**src/hdl/asrp_regs.vh**
```
// register indices, field positions, reset values for the clock control block
// assumes byte address = 4 * register index on a 32-bit apb bus
`ifndef ASRP_REGS_VH
`define ASRP_REGS_VH

// register indices
`define ASRP_IDX_PWR_MGMT_ONE   6'h01
`define ASRP_IDX_CLOCK_GEN      6'h06
`define ASRP_IDX_ADD_CTRL       6'h07
`define ASRP_IDX_GPIO_CTRL      6'h08
`define ASRP_IDX_PLL_INT        6'h24
`define ASRP_IDX_FRAC_HIGH      6'h25
`define ASRP_IDX_FRAC_MID       6'h26
`define ASRP_IDX_FRAC_LOW       6'h27
`define ASRP_IDX_STATUS         6'h30

// field positions
`define ASRP_PLL_ENABLE_BIT     5
`define ASRP_MIDRAIL_MSB        1
`define ASRP_SR_MSB             3
`define ASRP_SR_LSB             1
`define ASRP_CLK_SRC_BIT        8
`define ASRP_SYSDIV_MSB         7
`define ASRP_SYSDIV_LSB         5
`define ASRP_SHUTDOWN_BIT       7
`define ASRP_FRAC_ON_BIT        6
`define ASRP_PRESCALE_MSB       5
`define ASRP_PRESCALE_LSB       4
`define ASRP_INT_MSB            3
`define ASRP_OPDIV_MSB          5
`define ASRP_OPDIV_LSB          4
`define ASRP_GPIO_POL_BIT       3
`define ASRP_GPIO_SEL_MSB       2

// reset values
`define ASRP_RST_PWR_MGMT       16'h0000
`define ASRP_RST_CLOCK_GEN      16'h0140
`define ASRP_RST_ADD_CTRL       16'h0000
`define ASRP_RST_GPIO_CTRL      16'h0000
`define ASRP_RST_PLL_INT        16'h0048
`define ASRP_RST_FRAC_HIGH      6'h0c
`define ASRP_RST_FRAC_MID       9'h093
`define ASRP_RST_FRAC_LOW       9'h0e9

// encodings and timing
`define ASRP_SR_LAST_VALID      3'h5
`define ASRP_GPIO_SEL_SYSTEM_CLOCK    3'h4
`define ASRP_GPIO_SEL_LOCK      3'h5
`define ASRP_FS_RATIO           9'h100
`define ASRP_ONE_FIXED          36'h0_0100_0000

`endif

```
**src/hdl/asrp_clock_ctrl.v**
```verilog
// sample-rate and pll clock control with apb register access
// assumes ref_clk is the master clock; the analog pll is modelled as its
// ratio, and its divided output as one-cycle enables at most one per ref_clk
//
// The APB register port is this design's own decision.
`timescale 1ns/1ps
`include "asrp_regs.vh"

module asrp_clock_ctrl
(
    input  wire        ref_clk,
    input  wire        rst_n,
    input  wire [7:0]  paddr,
    input  wire        psel,
    input  wire        penable,
    input  wire        pwrite,
    input  wire [31:0] pwdata,
    output reg  [31:0] prdata,
    output wire        pready,
    output wire        pslverr,
    output reg  [2:0]  coef_set,
    output reg         coef_valid,
    output reg         pll_running,
    output reg  [27:0] pll_ratio,
    output reg         system_clock_en,
    output reg         sample_tick,
    output reg         gpio_out
);

    // register storage
    reg [15:0] pwr_mgmt_r;
    reg [15:0] clock_gen_r;
    reg [15:0] add_ctrl_r;
    reg [15:0] gpio_ctrl_r;
    reg [15:0] pll_int_r;
    reg [5:0]  frac_high_r;
    reg [8:0]  frac_mid_r;
    reg [8:0]  frac_low_r;

    // clock path state
    reg [35:0] acc_r;
    reg [35:0] acc_nxt;
    reg [7:0]  fs_cnt_r;
    reg [1:0]  op_cnt_r;
    reg        gpio_clk_r;
    reg        sys_en_nxt;

    wire [5:0]  idx;
    wire        setup_ph;
    wire        wr_en;
    wire        hit;
    wire [23:0] pll_fraction_ratio;
    wire [3:0]  pll_integer_ratio;
    wire        fraction_on;
    wire        pll_shutdown;
    wire [1:0]  pll_input_prescale;
    wire        pll_enable;
    wire [1:0]  midrail_reference_select;
    wire [2:0]  sample_rate_select;
    wire        internal_clock_source;
    wire [2:0]  system_clock_divider;
    wire [27:0] ratio_eff;
    wire [35:0] ratio_pre;
    wire [35:0] inc;
    wire [35:0] thr;
    wire        run_nxt;

    // register index valid check, shared by write and read decode
    function is_mapped;
        input [5:0] i;
        begin
            case (i)
                `ASRP_IDX_PWR_MGMT_ONE,
                `ASRP_IDX_CLOCK_GEN,
                `ASRP_IDX_ADD_CTRL,
                `ASRP_IDX_GPIO_CTRL,
                `ASRP_IDX_PLL_INT,
                `ASRP_IDX_FRAC_HIGH,
                `ASRP_IDX_FRAC_MID,
                `ASRP_IDX_FRAC_LOW,
                `ASRP_IDX_STATUS: is_mapped = 1'b1;
                default:          is_mapped = 1'b0;
            endcase
        end
    endfunction

    // divide ratio in half steps
    function [4:0] div_halves;
        input [2:0] code;
        begin
            case (code)
                3'h0:    div_halves = 5'h02;
                3'h1:    div_halves = 5'h03;
                3'h2:    div_halves = 5'h04;
                3'h3:    div_halves = 5'h06;
                3'h4:    div_halves = 5'h08;
                3'h5:    div_halves = 5'h0c;
                3'h6:    div_halves = 5'h10;
                default: div_halves = 5'h18;
            endcase
        end
    endfunction

    // apb slave, zero wait states
    assign idx      = paddr[7:2];
    assign hit      = is_mapped(idx);
    assign setup_ph = psel & ~penable;
    assign wr_en    = psel & penable & pwrite & hit;
    assign pready   = 1'b1;
    assign pslverr  = psel & penable & ~hit;

    // field views
    assign pll_enable               = pwr_mgmt_r[`ASRP_PLL_ENABLE_BIT];
    assign midrail_reference_select = pwr_mgmt_r[`ASRP_MIDRAIL_MSB:0];
    assign sample_rate_select       = add_ctrl_r[`ASRP_SR_MSB:`ASRP_SR_LSB];
    assign internal_clock_source    = clock_gen_r[`ASRP_CLK_SRC_BIT];
    assign system_clock_divider     = clock_gen_r[`ASRP_SYSDIV_MSB:`ASRP_SYSDIV_LSB];
    assign pll_shutdown             = pll_int_r[`ASRP_SHUTDOWN_BIT];
    assign fraction_on              = pll_int_r[`ASRP_FRAC_ON_BIT];
    assign pll_input_prescale       = pll_int_r[`ASRP_PRESCALE_MSB:`ASRP_PRESCALE_LSB];
    assign pll_integer_ratio        = pll_int_r[`ASRP_INT_MSB:0];

    assign pll_fraction_ratio = {frac_high_r, frac_mid_r, frac_low_r};

    // fraction ignored while disabled, stored value untouched
    assign ratio_eff = {pll_integer_ratio,
                        fraction_on ? pll_fraction_ratio : 24'h00_0000};

    assign run_nxt = pll_enable & ~pll_shutdown
                     & (midrail_reference_select != 2'b00);

    // prescaled ratio, in units of 2^-24 reference cycles
    assign ratio_pre = (pll_input_prescale == 2'b00) ? {7'h00, ratio_eff, 1'b0} :
                       (pll_input_prescale == 2'b01) ? {8'h00, ratio_eff} :
                       (pll_input_prescale == 2'b10) ? {9'h000, ratio_eff[27:1]} :
                                                       {10'h000, ratio_eff[27:2]};

    // pll output after fixed divide by four, or mclk when selected
    assign inc = ~internal_clock_source ? `ASRP_ONE_FIXED :
                 pll_running ? {2'b00, ratio_pre[35:2]} : 36'h0_0000_0000;

    // threshold: divider halves times 2^23
    assign thr = {8'h00, div_halves(system_clock_divider), 23'h00_0000};

    // register writes
    always @(posedge ref_clk or negedge rst_n)
    begin
        if (!rst_n)
        begin
            pwr_mgmt_r  <= `ASRP_RST_PWR_MGMT;
            clock_gen_r <= `ASRP_RST_CLOCK_GEN;
            add_ctrl_r  <= `ASRP_RST_ADD_CTRL;
            gpio_ctrl_r <= `ASRP_RST_GPIO_CTRL;
            pll_int_r   <= `ASRP_RST_PLL_INT;
            frac_high_r <= `ASRP_RST_FRAC_HIGH;
            frac_mid_r  <= `ASRP_RST_FRAC_MID;
            frac_low_r  <= `ASRP_RST_FRAC_LOW;
        end
        else if (wr_en)
        begin
            case (idx)
                `ASRP_IDX_PWR_MGMT_ONE: pwr_mgmt_r  <= pwdata[15:0];
                `ASRP_IDX_CLOCK_GEN:    clock_gen_r <= pwdata[15:0];
                `ASRP_IDX_ADD_CTRL:     add_ctrl_r  <= pwdata[15:0];
                `ASRP_IDX_GPIO_CTRL:    gpio_ctrl_r <= pwdata[15:0];
                `ASRP_IDX_PLL_INT:      pll_int_r   <= pwdata[15:0];
                `ASRP_IDX_FRAC_HIGH:    frac_high_r <= pwdata[5:0];
                `ASRP_IDX_FRAC_MID:     frac_mid_r  <= pwdata[8:0];
                `ASRP_IDX_FRAC_LOW:     frac_low_r  <= pwdata[8:0];
                default:                pwr_mgmt_r  <= pwr_mgmt_r;
            endcase
        end
    end

    // read data captured in the setup cycle
    always @(posedge ref_clk or negedge rst_n)
    begin
        if (!rst_n)
        begin
            prdata <= 32'h0000_0000;
        end
        else if (setup_ph)
        begin
            case (idx)
                `ASRP_IDX_PWR_MGMT_ONE: prdata <= {16'h0000, pwr_mgmt_r};
                `ASRP_IDX_CLOCK_GEN:    prdata <= {16'h0000, clock_gen_r};
                `ASRP_IDX_ADD_CTRL:     prdata <= {16'h0000, add_ctrl_r};
                `ASRP_IDX_GPIO_CTRL:    prdata <= {16'h0000, gpio_ctrl_r};
                `ASRP_IDX_PLL_INT:      prdata <= {16'h0000, pll_int_r};
                `ASRP_IDX_FRAC_HIGH:    prdata <= {26'h000_0000, frac_high_r};
                `ASRP_IDX_FRAC_MID:     prdata <= {23'h00_0000, frac_mid_r};
                `ASRP_IDX_FRAC_LOW:     prdata <= {23'h00_0000, frac_low_r};
                `ASRP_IDX_STATUS:       prdata <= {26'h000_0000, coef_valid, coef_set,
                                                   fraction_on & pll_running,
                                                   pll_running};
                default:                prdata <= 32'h0000_0000;
            endcase
        end
    end

    // coefficient set: reserved codes keep the last valid set
    always @(posedge ref_clk or negedge rst_n)
    begin
        if (!rst_n)
        begin
            coef_set   <= 3'h0;
            coef_valid <= 1'b1;
        end
        else if (sample_rate_select <= `ASRP_SR_LAST_VALID)
        begin
            coef_set   <= sample_rate_select;
            coef_valid <= 1'b1;
        end
        else
        begin
            coef_valid <= 1'b0;
        end
    end

    // pll state and ratio
    always @(posedge ref_clk or negedge rst_n)
    begin
        if (!rst_n)
        begin
            pll_running <= 1'b0;
            pll_ratio   <= 28'h000_0000;
        end
        else
        begin
            pll_running <= run_nxt;
            pll_ratio   <= ratio_eff;
        end
    end

    // system clock divider by accumulation, capped at one pulse per cycle
    always @*
    begin
        acc_nxt    = acc_r + inc;
        sys_en_nxt = 1'b0;
        if (acc_nxt >= thr)
        begin
            acc_nxt    = acc_nxt - thr;
            sys_en_nxt = 1'b1;
            if (acc_nxt >= thr)
            begin
                acc_nxt = thr;
            end
        end
    end

    always @(posedge ref_clk or negedge rst_n)
    begin
        if (!rst_n)
        begin
            acc_r           <= 36'h0_0000_0000;
            system_clock_en <= 1'b0;
        end
        else
        begin
            acc_r           <= acc_nxt;
            system_clock_en <= sys_en_nxt;
        end
    end

    // sample tick every 256 system clocks
    always @(posedge ref_clk or negedge rst_n)
    begin
        if (!rst_n)
        begin
            fs_cnt_r    <= 8'h00;
            sample_tick <= 1'b0;
        end
        else
        begin
            sample_tick <= 1'b0;
            if (system_clock_en)
            begin
                fs_cnt_r <= fs_cnt_r + 8'h01;
                if (fs_cnt_r == 8'hff)
                begin
                    sample_tick <= 1'b1;
                end
            end
        end
    end

    // gpio clock: system clock divided by 1..4, then toggled
    always @(posedge ref_clk or negedge rst_n)
    begin
        if (!rst_n)
        begin
            op_cnt_r   <= 2'b00;
            gpio_clk_r <= 1'b0;
        end
        else if (system_clock_en)
        begin
            if (op_cnt_r >= gpio_ctrl_r[`ASRP_OPDIV_MSB:`ASRP_OPDIV_LSB])
            begin
                op_cnt_r   <= 2'b00;
                gpio_clk_r <= ~gpio_clk_r;
            end
            else
            begin
                op_cnt_r <= op_cnt_r + 2'b01;
            end
        end
    end

    always @(posedge ref_clk or negedge rst_n)
    begin
        if (!rst_n)
        begin
            gpio_out <= 1'b0;
        end
        else
        begin
            case (gpio_ctrl_r[`ASRP_GPIO_SEL_MSB:0])
                `ASRP_GPIO_SEL_SYSTEM_CLOCK:
                    gpio_out <= gpio_clk_r ^ gpio_ctrl_r[`ASRP_GPIO_POL_BIT];
                `ASRP_GPIO_SEL_LOCK:
                    gpio_out <= pll_running ^ gpio_ctrl_r[`ASRP_GPIO_POL_BIT];
                default:
                    gpio_out <= gpio_ctrl_r[`ASRP_GPIO_POL_BIT];
            endcase
        end
    end

endmodule // asrp_clock_ctrl

```
**config.mk**
```make
export PLATFORM = sky130hd
export DESIGN_NAME = asrp_clock_ctrl
export DESIGN_NICKNAME = d
export VERILOG_FILES = /design/src/hdl/asrp_clock_ctrl.v
export VERILOG_INCLUDE_DIRS = /design/src /design/src/hdl
export SDC_FILE = /design/constraint.sdc
export NUM_CORES = 1
export LEC_CHECK = 0
export ABC_CLOCK_PERIOD_IN_PS = 15000
export BUFFER_PORTS_ARGS = -buffer_cell sky130_fd_sc_hd__buf_2
export CORE_MARGIN = 2
export CORE_UTILIZATION = 37
export CTS_CLUSTER_DIAMETER = 40
export CTS_CLUSTER_SIZE = 24
export DETAILED_ROUTE_END_ITERATION = 10
export GPL_TIMING_DRIVEN = 0
export SLEW_MARGIN = 10
export SYNTH_ARGS = -nofsm -noshare
export SYNTH_HDL_FRONTEND = slang
export SYNTH_SLANG_ARGS = --single-unit
```
**constraint.sdc**
```tcl
create_clock -name ref_clk -period 15 [get_ports ref_clk]
set_input_delay 1.5 -clock ref_clk [delete_from_list [all_inputs] [get_ports ref_clk]]
set_output_delay 1.5 -clock ref_clk [all_outputs]
set_load 0.02 [all_outputs]
```
==> flow_summary.toml, run 1 <==
[run_status]
result_of_the_run = "complete, no violations"

[sta]
final.setup.tns_ns = 0
worstMarginPinSlew_ns = 1.128
final.setup_skew_ns = 0.03030
final_setup_slack_of_the_worst_path_ns = 7.435
period_share_pct = 50.44
timing.final.hold_violations = 0
report.final.slew_viol_count = 0
setup_violations = 0
grt_setup_unrepaired = "false"
period_needed_ns = 7.565
max_freq_mhz = 132.2
slew-limit-headroom_pct = 24.22

[worst_setup_path]
crit_slowest_cell = "dfstp_2"
regToRegStartpoint = "pll_int_r[6]"
crit_end = "acc_r[22]"
setup.worst_path.class = "flip-flop to flip-flop"
regToRegSetupSlack_ns = 7.43
reg2regPathDepth = 29
setup.worst_path.start = "pll_int_r[6]"
worst_r2r_endpoint = "acc_r[22]"
critical_path.endpoint_type = "flip-flop"
cp-start-kind = "flip-flop"
critPathRequiredTime_ns = 15.43
critPathMaxFanout = 10
worst_path_largest_cell_delay_ns = 0.58
critPathArrivalTime_ns = 7.99

[clock_tree]
cts_tree = "done"
cts.sinks = 203
clock_latency_ns = 0.52
hold_buffers = 0
cts-root-to-sink-buffers = 3
h_tree_depth = 2
numCtsBuffers = 34
cts.repair_timing.setup_buffer_count = 0
cts.reportedPaths.clkPinSlew_ns = 0.06
ctsRootBufferMaster = "clkbuf_16"
post_cts.resized_instances = 0

[final_layout]
layout.cells.most_common_list = "dfrtp_1 (187), nand2_1 (112), mux2_2 (108), buf_2 (78), nor2_1 (72)"
multi_input_comb_area_um2 = 5938
area_delta_synth_final_pct = 18.91
seq_area_um2 = 5100
fillerInstances = 2947
drive_gt1_share_pct = 23.81
final_net_count = 1364
final_common_cell = "dfrtp_1"

[placed_design]
dp_slack_ns = 7.710
finalWeightedCongestion = 0.8634
dp_hpwl_um = 23170
port_buffers = 77

[drt]
finalWirelength_um = 31610
initialDrtViolationCount = 725
firstDrtPassIters = 5
detail_route.vias_per_cell = 5.458
average_wire_per_cell_in_the_routed_design_um = 18.61
drc = 0
ant_nets = 0
routed-via-count = 9273

[synth]
synth-warning-count = 0
synth.avg_cell_area_um2 = 10.06
synth-async-reset-ratio_pct = 100.0
synth_flop_cell = "dfrtp_1"
yosys_register_bits = 203
synthesis.area_um2 = 11470
ys_types = 76
synth_cells = 1140
synth_sequential_area_ratio_pct = 44.45
synth_enable_flop_cells = 0

[pwr]
pwr-share-seq_pct = 40.1
net-switching-power_uw = 358.3
switching_power_as_a_share_of_total_power_pct = 24.86
power.clock.fraction_pct = 54.2
power-per-cell-area_nw_per_um2 = 105.7
cellLeakagePower_uw = 0.006493
comb_power_share_pct = 5.7
cellInternalPower_uw = 1083
peakVddDrop_mv = 0.09531

[grt]
grt.total_usage_pct = 19.35
antenna_violations_before_repair = 0
grt_pass1_vias = 9197
total_overflow_reported_by_the_global_router = 0
first_pass_grt_wire_length_um = 50720
grt_max_degree = 105

[floorplanning]
core-area_um2 = 30590
fp-row-count = 64
io_pins = 115
initial_core_util_pct = 37.51
die_height_um = 180.1
die_area_um2 = 32430
die_w_um = 180.1

[run]
max_cap_violations = 0

[hold_path]
hp-class = "flip-flop to flip-flop"
-- cell usage after synthesis (all sizes together) (24+ instances only) --
library cell / n / share of area [%]
nand2: 112 / 3.7
a211oi: 32 / 2.1
clkbuf: 44 / 1.5
dfrtp: 187 / 41
buf: 30 / 1.8
inv: 40 / 1.3
ha: 40 / 4.4
nor2: 81 / 2.8
o21ai: 70 / 3.1
mux2: 108 / 11
a21oi: 72 / 3.2
mux2i: 24 / 2.1
nand3: 24 / 1.0
-- flip-flops by register name (all words and copies together), names as in the netlist, 16 cells and up --
| signal | flops |
|---|---|
| acc_r | 36 |
| pll_ratio | 28 |
| add_ctrl_r | 16 |
| clock_gen_r | 16 |
| gpio_ctrl_r | 16 |
| pll_int_r | 16 |
| prdata | 16 |
| pwr_mgmt_r | 16 |
-- critical path, delay by kind of cell (launching register included) --
kind,cells,cell delay [ns]
flops,1,0.58
fa+ha+maj,4,1.19
compound gates,8,1.47
buf+inv,7,1.74
xor+xnor,1,0.32
simple gates,9,2.16
-- worst min path at each step --
| stage | from | endpoint | slack, ns | cells after the start |
|---|---|---|---|---|
| CTS | pll_int_r[7] | pll_running | 0.46 | 1 |
| detailed placement | pll_int_r[7] | pll_running | 0.46 | 1 |
| floorplan | pll_int_r[2] | pll_ratio[26] | 0.40 | 0 |
| global route | pll_int_r[3] | pll_ratio[27] | 0.49 | 0 |
| finish | pll_int_r[7] | pll_running | 0.47 | 1 |
| global placement | fs_cnt_r[7] | fs_cnt_r[7] | 0.45 | 1 |
-- power by group through the flow --
stage	combinational, uW	clock [uW]	sequential (uW)
final	82.0	781	578
after CTS	83.3	800	578
after global routing	92.4	824	580
after floorplan	48.6	0	584
after global placement	78.5	0	587
after detailed placement	82.8	0	587
-- routing by layer --
layer	global-route usage, %	part of all wire (%)	vias to the layer above
li1	-	-	4373
met1	26.80	45	4545
met2	31.07	46	300
met3	3.133	6.0	55
met4	6.194	2.4	0
met5	0	0	-
-- kinds of logic (layout without fill, tap and decap cells) --
group                      Yosys count  after routing  synth area share (%)
xor gates and xnor gates            34             34                 2.661
muxes                              137            137                 13.68
adders and majority gates           42             42                 4.711
AOI/OAI and AO/OA                  272            272                 15.57
and+or+nand+nor                    336            336                 14.32
other                                2             26               0.06546
buffers and inverters              114            253                 4.547
DFF                                203            203                 44.45
-- area by class of cell --
type | instances | area share, %
Antenna cell | 1 | 0.01834
Buffer | 74 | 2.724
Clock buffer | 41 | 6.796
Clock inverter | 20 | 1.724
Inverter | 40 | 1.101
Multi-Input combinational cell | 846 | 43.53
Sequential cell | 203 | 37.38
Tap cell | 396 | 3.632
Timing Repair Buffer | 78 | 3.100
-- stage by stage --
| step | total power (uW) | std cells | hold WS (ns) | area (um^2) | utilization (%) |
|---|---|---|---|---|---|
| 5_1_grt | 1496 | 1698 | 0.4867 | 13640 | 44.59 |
| 6_report | 1441 | 1699 | 0.4656 | 13640 | 44.60 |
| 3_5_place_dp | 669.8 | 1637 | 0.4554 | 12480 | 40.79 |
| 4_1_cts | 1461 | 1698 | 0.4639 | 13640 | 44.59 |
| 3_3_place_gp | 665.0 | 1636 | 0.4513 | 12440 | 40.67 |
| 2_1_floorplan | 632.8 | 1163 | 0.4020 | 11560 | - |
No activity file was read; power rests on OpenSTA's default activity.
==> run 2, diff against run 1 <==
--- a/config.mk
+++ b/config.mk
@@ -6,7 +6,7 @@
 export SDC_FILE = /design/constraint.sdc
 export NUM_CORES = 1
 export LEC_CHECK = 0
-export ABC_CLOCK_PERIOD_IN_PS = 15000
+export ABC_CLOCK_PERIOD_IN_PS = 7400
 export BUFFER_PORTS_ARGS = -buffer_cell sky130_fd_sc_hd__buf_2
 export CORE_MARGIN = 2
 export CORE_UTILIZATION = 37
==> constraint.sdc (replaced) <==
create_clock -name ref_clk -period 7.4 [get_ports ref_clk]
set_input_delay 0.74 -clock ref_clk [delete_from_list [all_inputs] [get_ports ref_clk]]
set_output_delay 0.74 -clock ref_clk [all_outputs]
set_load 0.02 [all_outputs]
==> run 2 against run 1 <==
Non-clock buffer count unchanged. Sequential cell count unchanged. Utilization about the same. Count of clock-buffer cells in the layout unchanged. Via count increased by 0.23%. Die area unchanged. Maximum frequency increased by 8.0%. Combinational power increased by 100%. Final area about the same. Wire length about the same.
==> flow_summary.toml, run 2 (same netlist as run 1, synthesis figures left out) <==
[run_status]
result_of_the_run = "complete, no violations"

[final_layout]
antenna_cells = 0
drive_gt1_share_pct = 24.42
area_delta_synth_final_pct = 19.02
final_common_cell = "dfrtp_1"
largest_reg_flops = 36
largest_register = "acc_r"
top_regs = "acc_r: 36 flops, pll_ratio: 28 flops"
final_net_count = 1364
layout.cells.most_common_list = "dfrtp_1 (187), nand2_1 (112), mux2_2 (108), buf_2 (78), nor2_1 (72)"
stdcell_count = 1698
final_area_um2 = 13660

[floorplanning]
fp-row-count = 64
io_pins = 115
die_area_um2 = 32430
initial_core_util_pct = 37.51
die_height_um = 180.1
die_w_um = 180.1
core-area_um2 = 30590

[clock_tree]
cts.reportedPaths.clkPinSlew_ns = 0.06
cts-root-to-sink-buffers = 3
clock_latency_ns = 0.52
h_tree_depth = 2
cts.sinks = 203
ctsRootBufferMaster = "clkbuf_16"
cts_tree = "done"
numCtsBuffers = 34

[pwr]
post_route_total_power_uw = 2920
peakVddDrop_mv = 0.1923
pwr-share-seq_pct = 40.1
power.clock.fraction_pct = 54.2
comb_power_share_pct = 5.7
cellLeakagePower_uw = 0.006513
net-switching-power_uw = 724.7
cellInternalPower_uw = 2195
power-per-cell-area_nw_per_um2 = 213.8
switching_power_as_a_share_of_total_power_pct = 24.82

[worst_setup_path]
crit_slowest_cell = "dfstp_2"
setup.worst_path.class = "flip-flop to flip-flop"
critPathArrivalTime_ns = 7.42
critical_path.endpoint_type = "flip-flop"
critPathMaxFanout = 10
critPathRequiredTime_ns = 7.81
worst_path_largest_cell_delay_ns = 0.59
cp-start-kind = "flip-flop"

[drt]
detail_route.vias_per_cell = 5.473
drc = 0
ant_nets = 0
routed-via-count = 9294
initialDrtViolationCount = 760
finalWirelength_um = 31600
firstDrtPassIters = 7
average_wire_per_cell_in_the_routed_design_um = 18.61

[sta]
final.setup_skew_ns = 0.02988
period_share_pct = 94.65
report.final.slew_viol_count = 0
worst_hold_slack_ns = 0.2336
worstMarginPinSlew_ns = 1.119
period_needed_ns = 7.004
slew-limit-headroom_pct = 24.83
setup_violations = 0
timing.final.hold_violations = 0
final.setup.tns_ns = 0
max_freq_mhz = 142.8
grt_setup_unrepaired = "false"

[placed_design]
place.detailed.instances = 1637
dpl-instance-area_um2 = 12480
port_buffers = 77
dp_hpwl_um = 23170
finalWeightedCongestion = 0.8634

[grt]
grt_pass1_vias = 9197
first_pass_grt_wire_length_um = 50720
grt.total_usage_pct = 19.35
grt_max_degree = 105
antenna_violations_before_repair = 0
total_overflow_reported_by_the_global_router = 0

[hold_path]
hp-class = "input port to asynchronous set/reset pin"

[run]
max_cap_violations = 0
run 2: area by class of cell:
class / count / area, um^2
Buffer: 74 / 379.1
Clock buffer: 41 / 927.1
Timing Repair Buffer: 78 / 422.9
Fill cell: 2943 / 16930
Tap cell: 396 / 495.5
Sequential cell: 203 / 5100
Clock inverter: 20 / 235.2
Multi-Input combinational cell: 846 / 5946
Inverter: 40 / 150.1
run 2: final timing paths:
| path | to | start | slack, ns | cells after the start |
|---|---|---|---|---|
| worst max register to register | acc_r[18] | pll_int_r[6] | 0.40 | 30 |
| min in group ref_clk | pll_running | pll_int_r[7] | 0.46 | 1 |
| max in group asynchronous | pll_ratio[2] | rst_n | 6.15 | 2 |
| worst min-delay path | prdata[9] | rst_n | 0.23 | 1 |
| worst max-delay path | acc_r[18] | pll_int_r[6] | 0.40 | 30 |
| worst min register to register | pll_running | pll_int_r[7] | 0.46 | 1 |
run 2: routing by layer:
| metal | share of wire (%) | GRT usage [%] | up-vias |
|---|---|---|---|
| met3 | 6.0 | 3.133 | 54 |
| li1 | - | - | 4373 |
| met4 | 2.4 | 6.194 | 0 |
| met1 | 45 | 26.80 | 4547 |
| met2 | 46 | 31.07 | 320 |
| met5 | 0 | 0 | - |
run 2: metrics by stage:
stage | setup WS, ns | util, %
2_1_floorplan | 1.453 | -
5_1_grt | 0.004666 | 44.64
6_report | 0.3957 | 44.64
3_3_place_gp | -0.009014 | 40.67
3_5_place_dp | 0.1099 | 40.79
4_1_cts | 0.1884 | 44.60
run 2: power groups by stage:
stage / registers [uW] / clock network (uW) / logic, uW
after floorplan: 1180 / 0 / 98.6
after global placement: 1190 / 0 / 159
after detailed placement: 1190 / 0 / 168
after CTS: 1170 / 1620 / 169
after global routing: 1170 / 1670 / 187
final: 1170 / 1580 / 166
run 2: worst max-delay path: cells and delay by family (launching register included):
family	cells	cell delay, ns
AND/OR/NAND/NOR	10	2.01
AO/OA/AOI/OAI	8	1.42
buffers and inverters	7	1.36
adder cells (fa/ha/maj)	4	1.19
flip-flops	1	0.59
XOR/XNOR	1	0.31
run 2: repair_timing:
item / CTS / global route
hold endpoints to repair: 0 / 0
setup buffers: 0 / 0
gates resized for setup: 1 / 12
setup endpoints to repair: 1 / 28
pin swaps: 0 / 0
hold buffers: 0 / 0
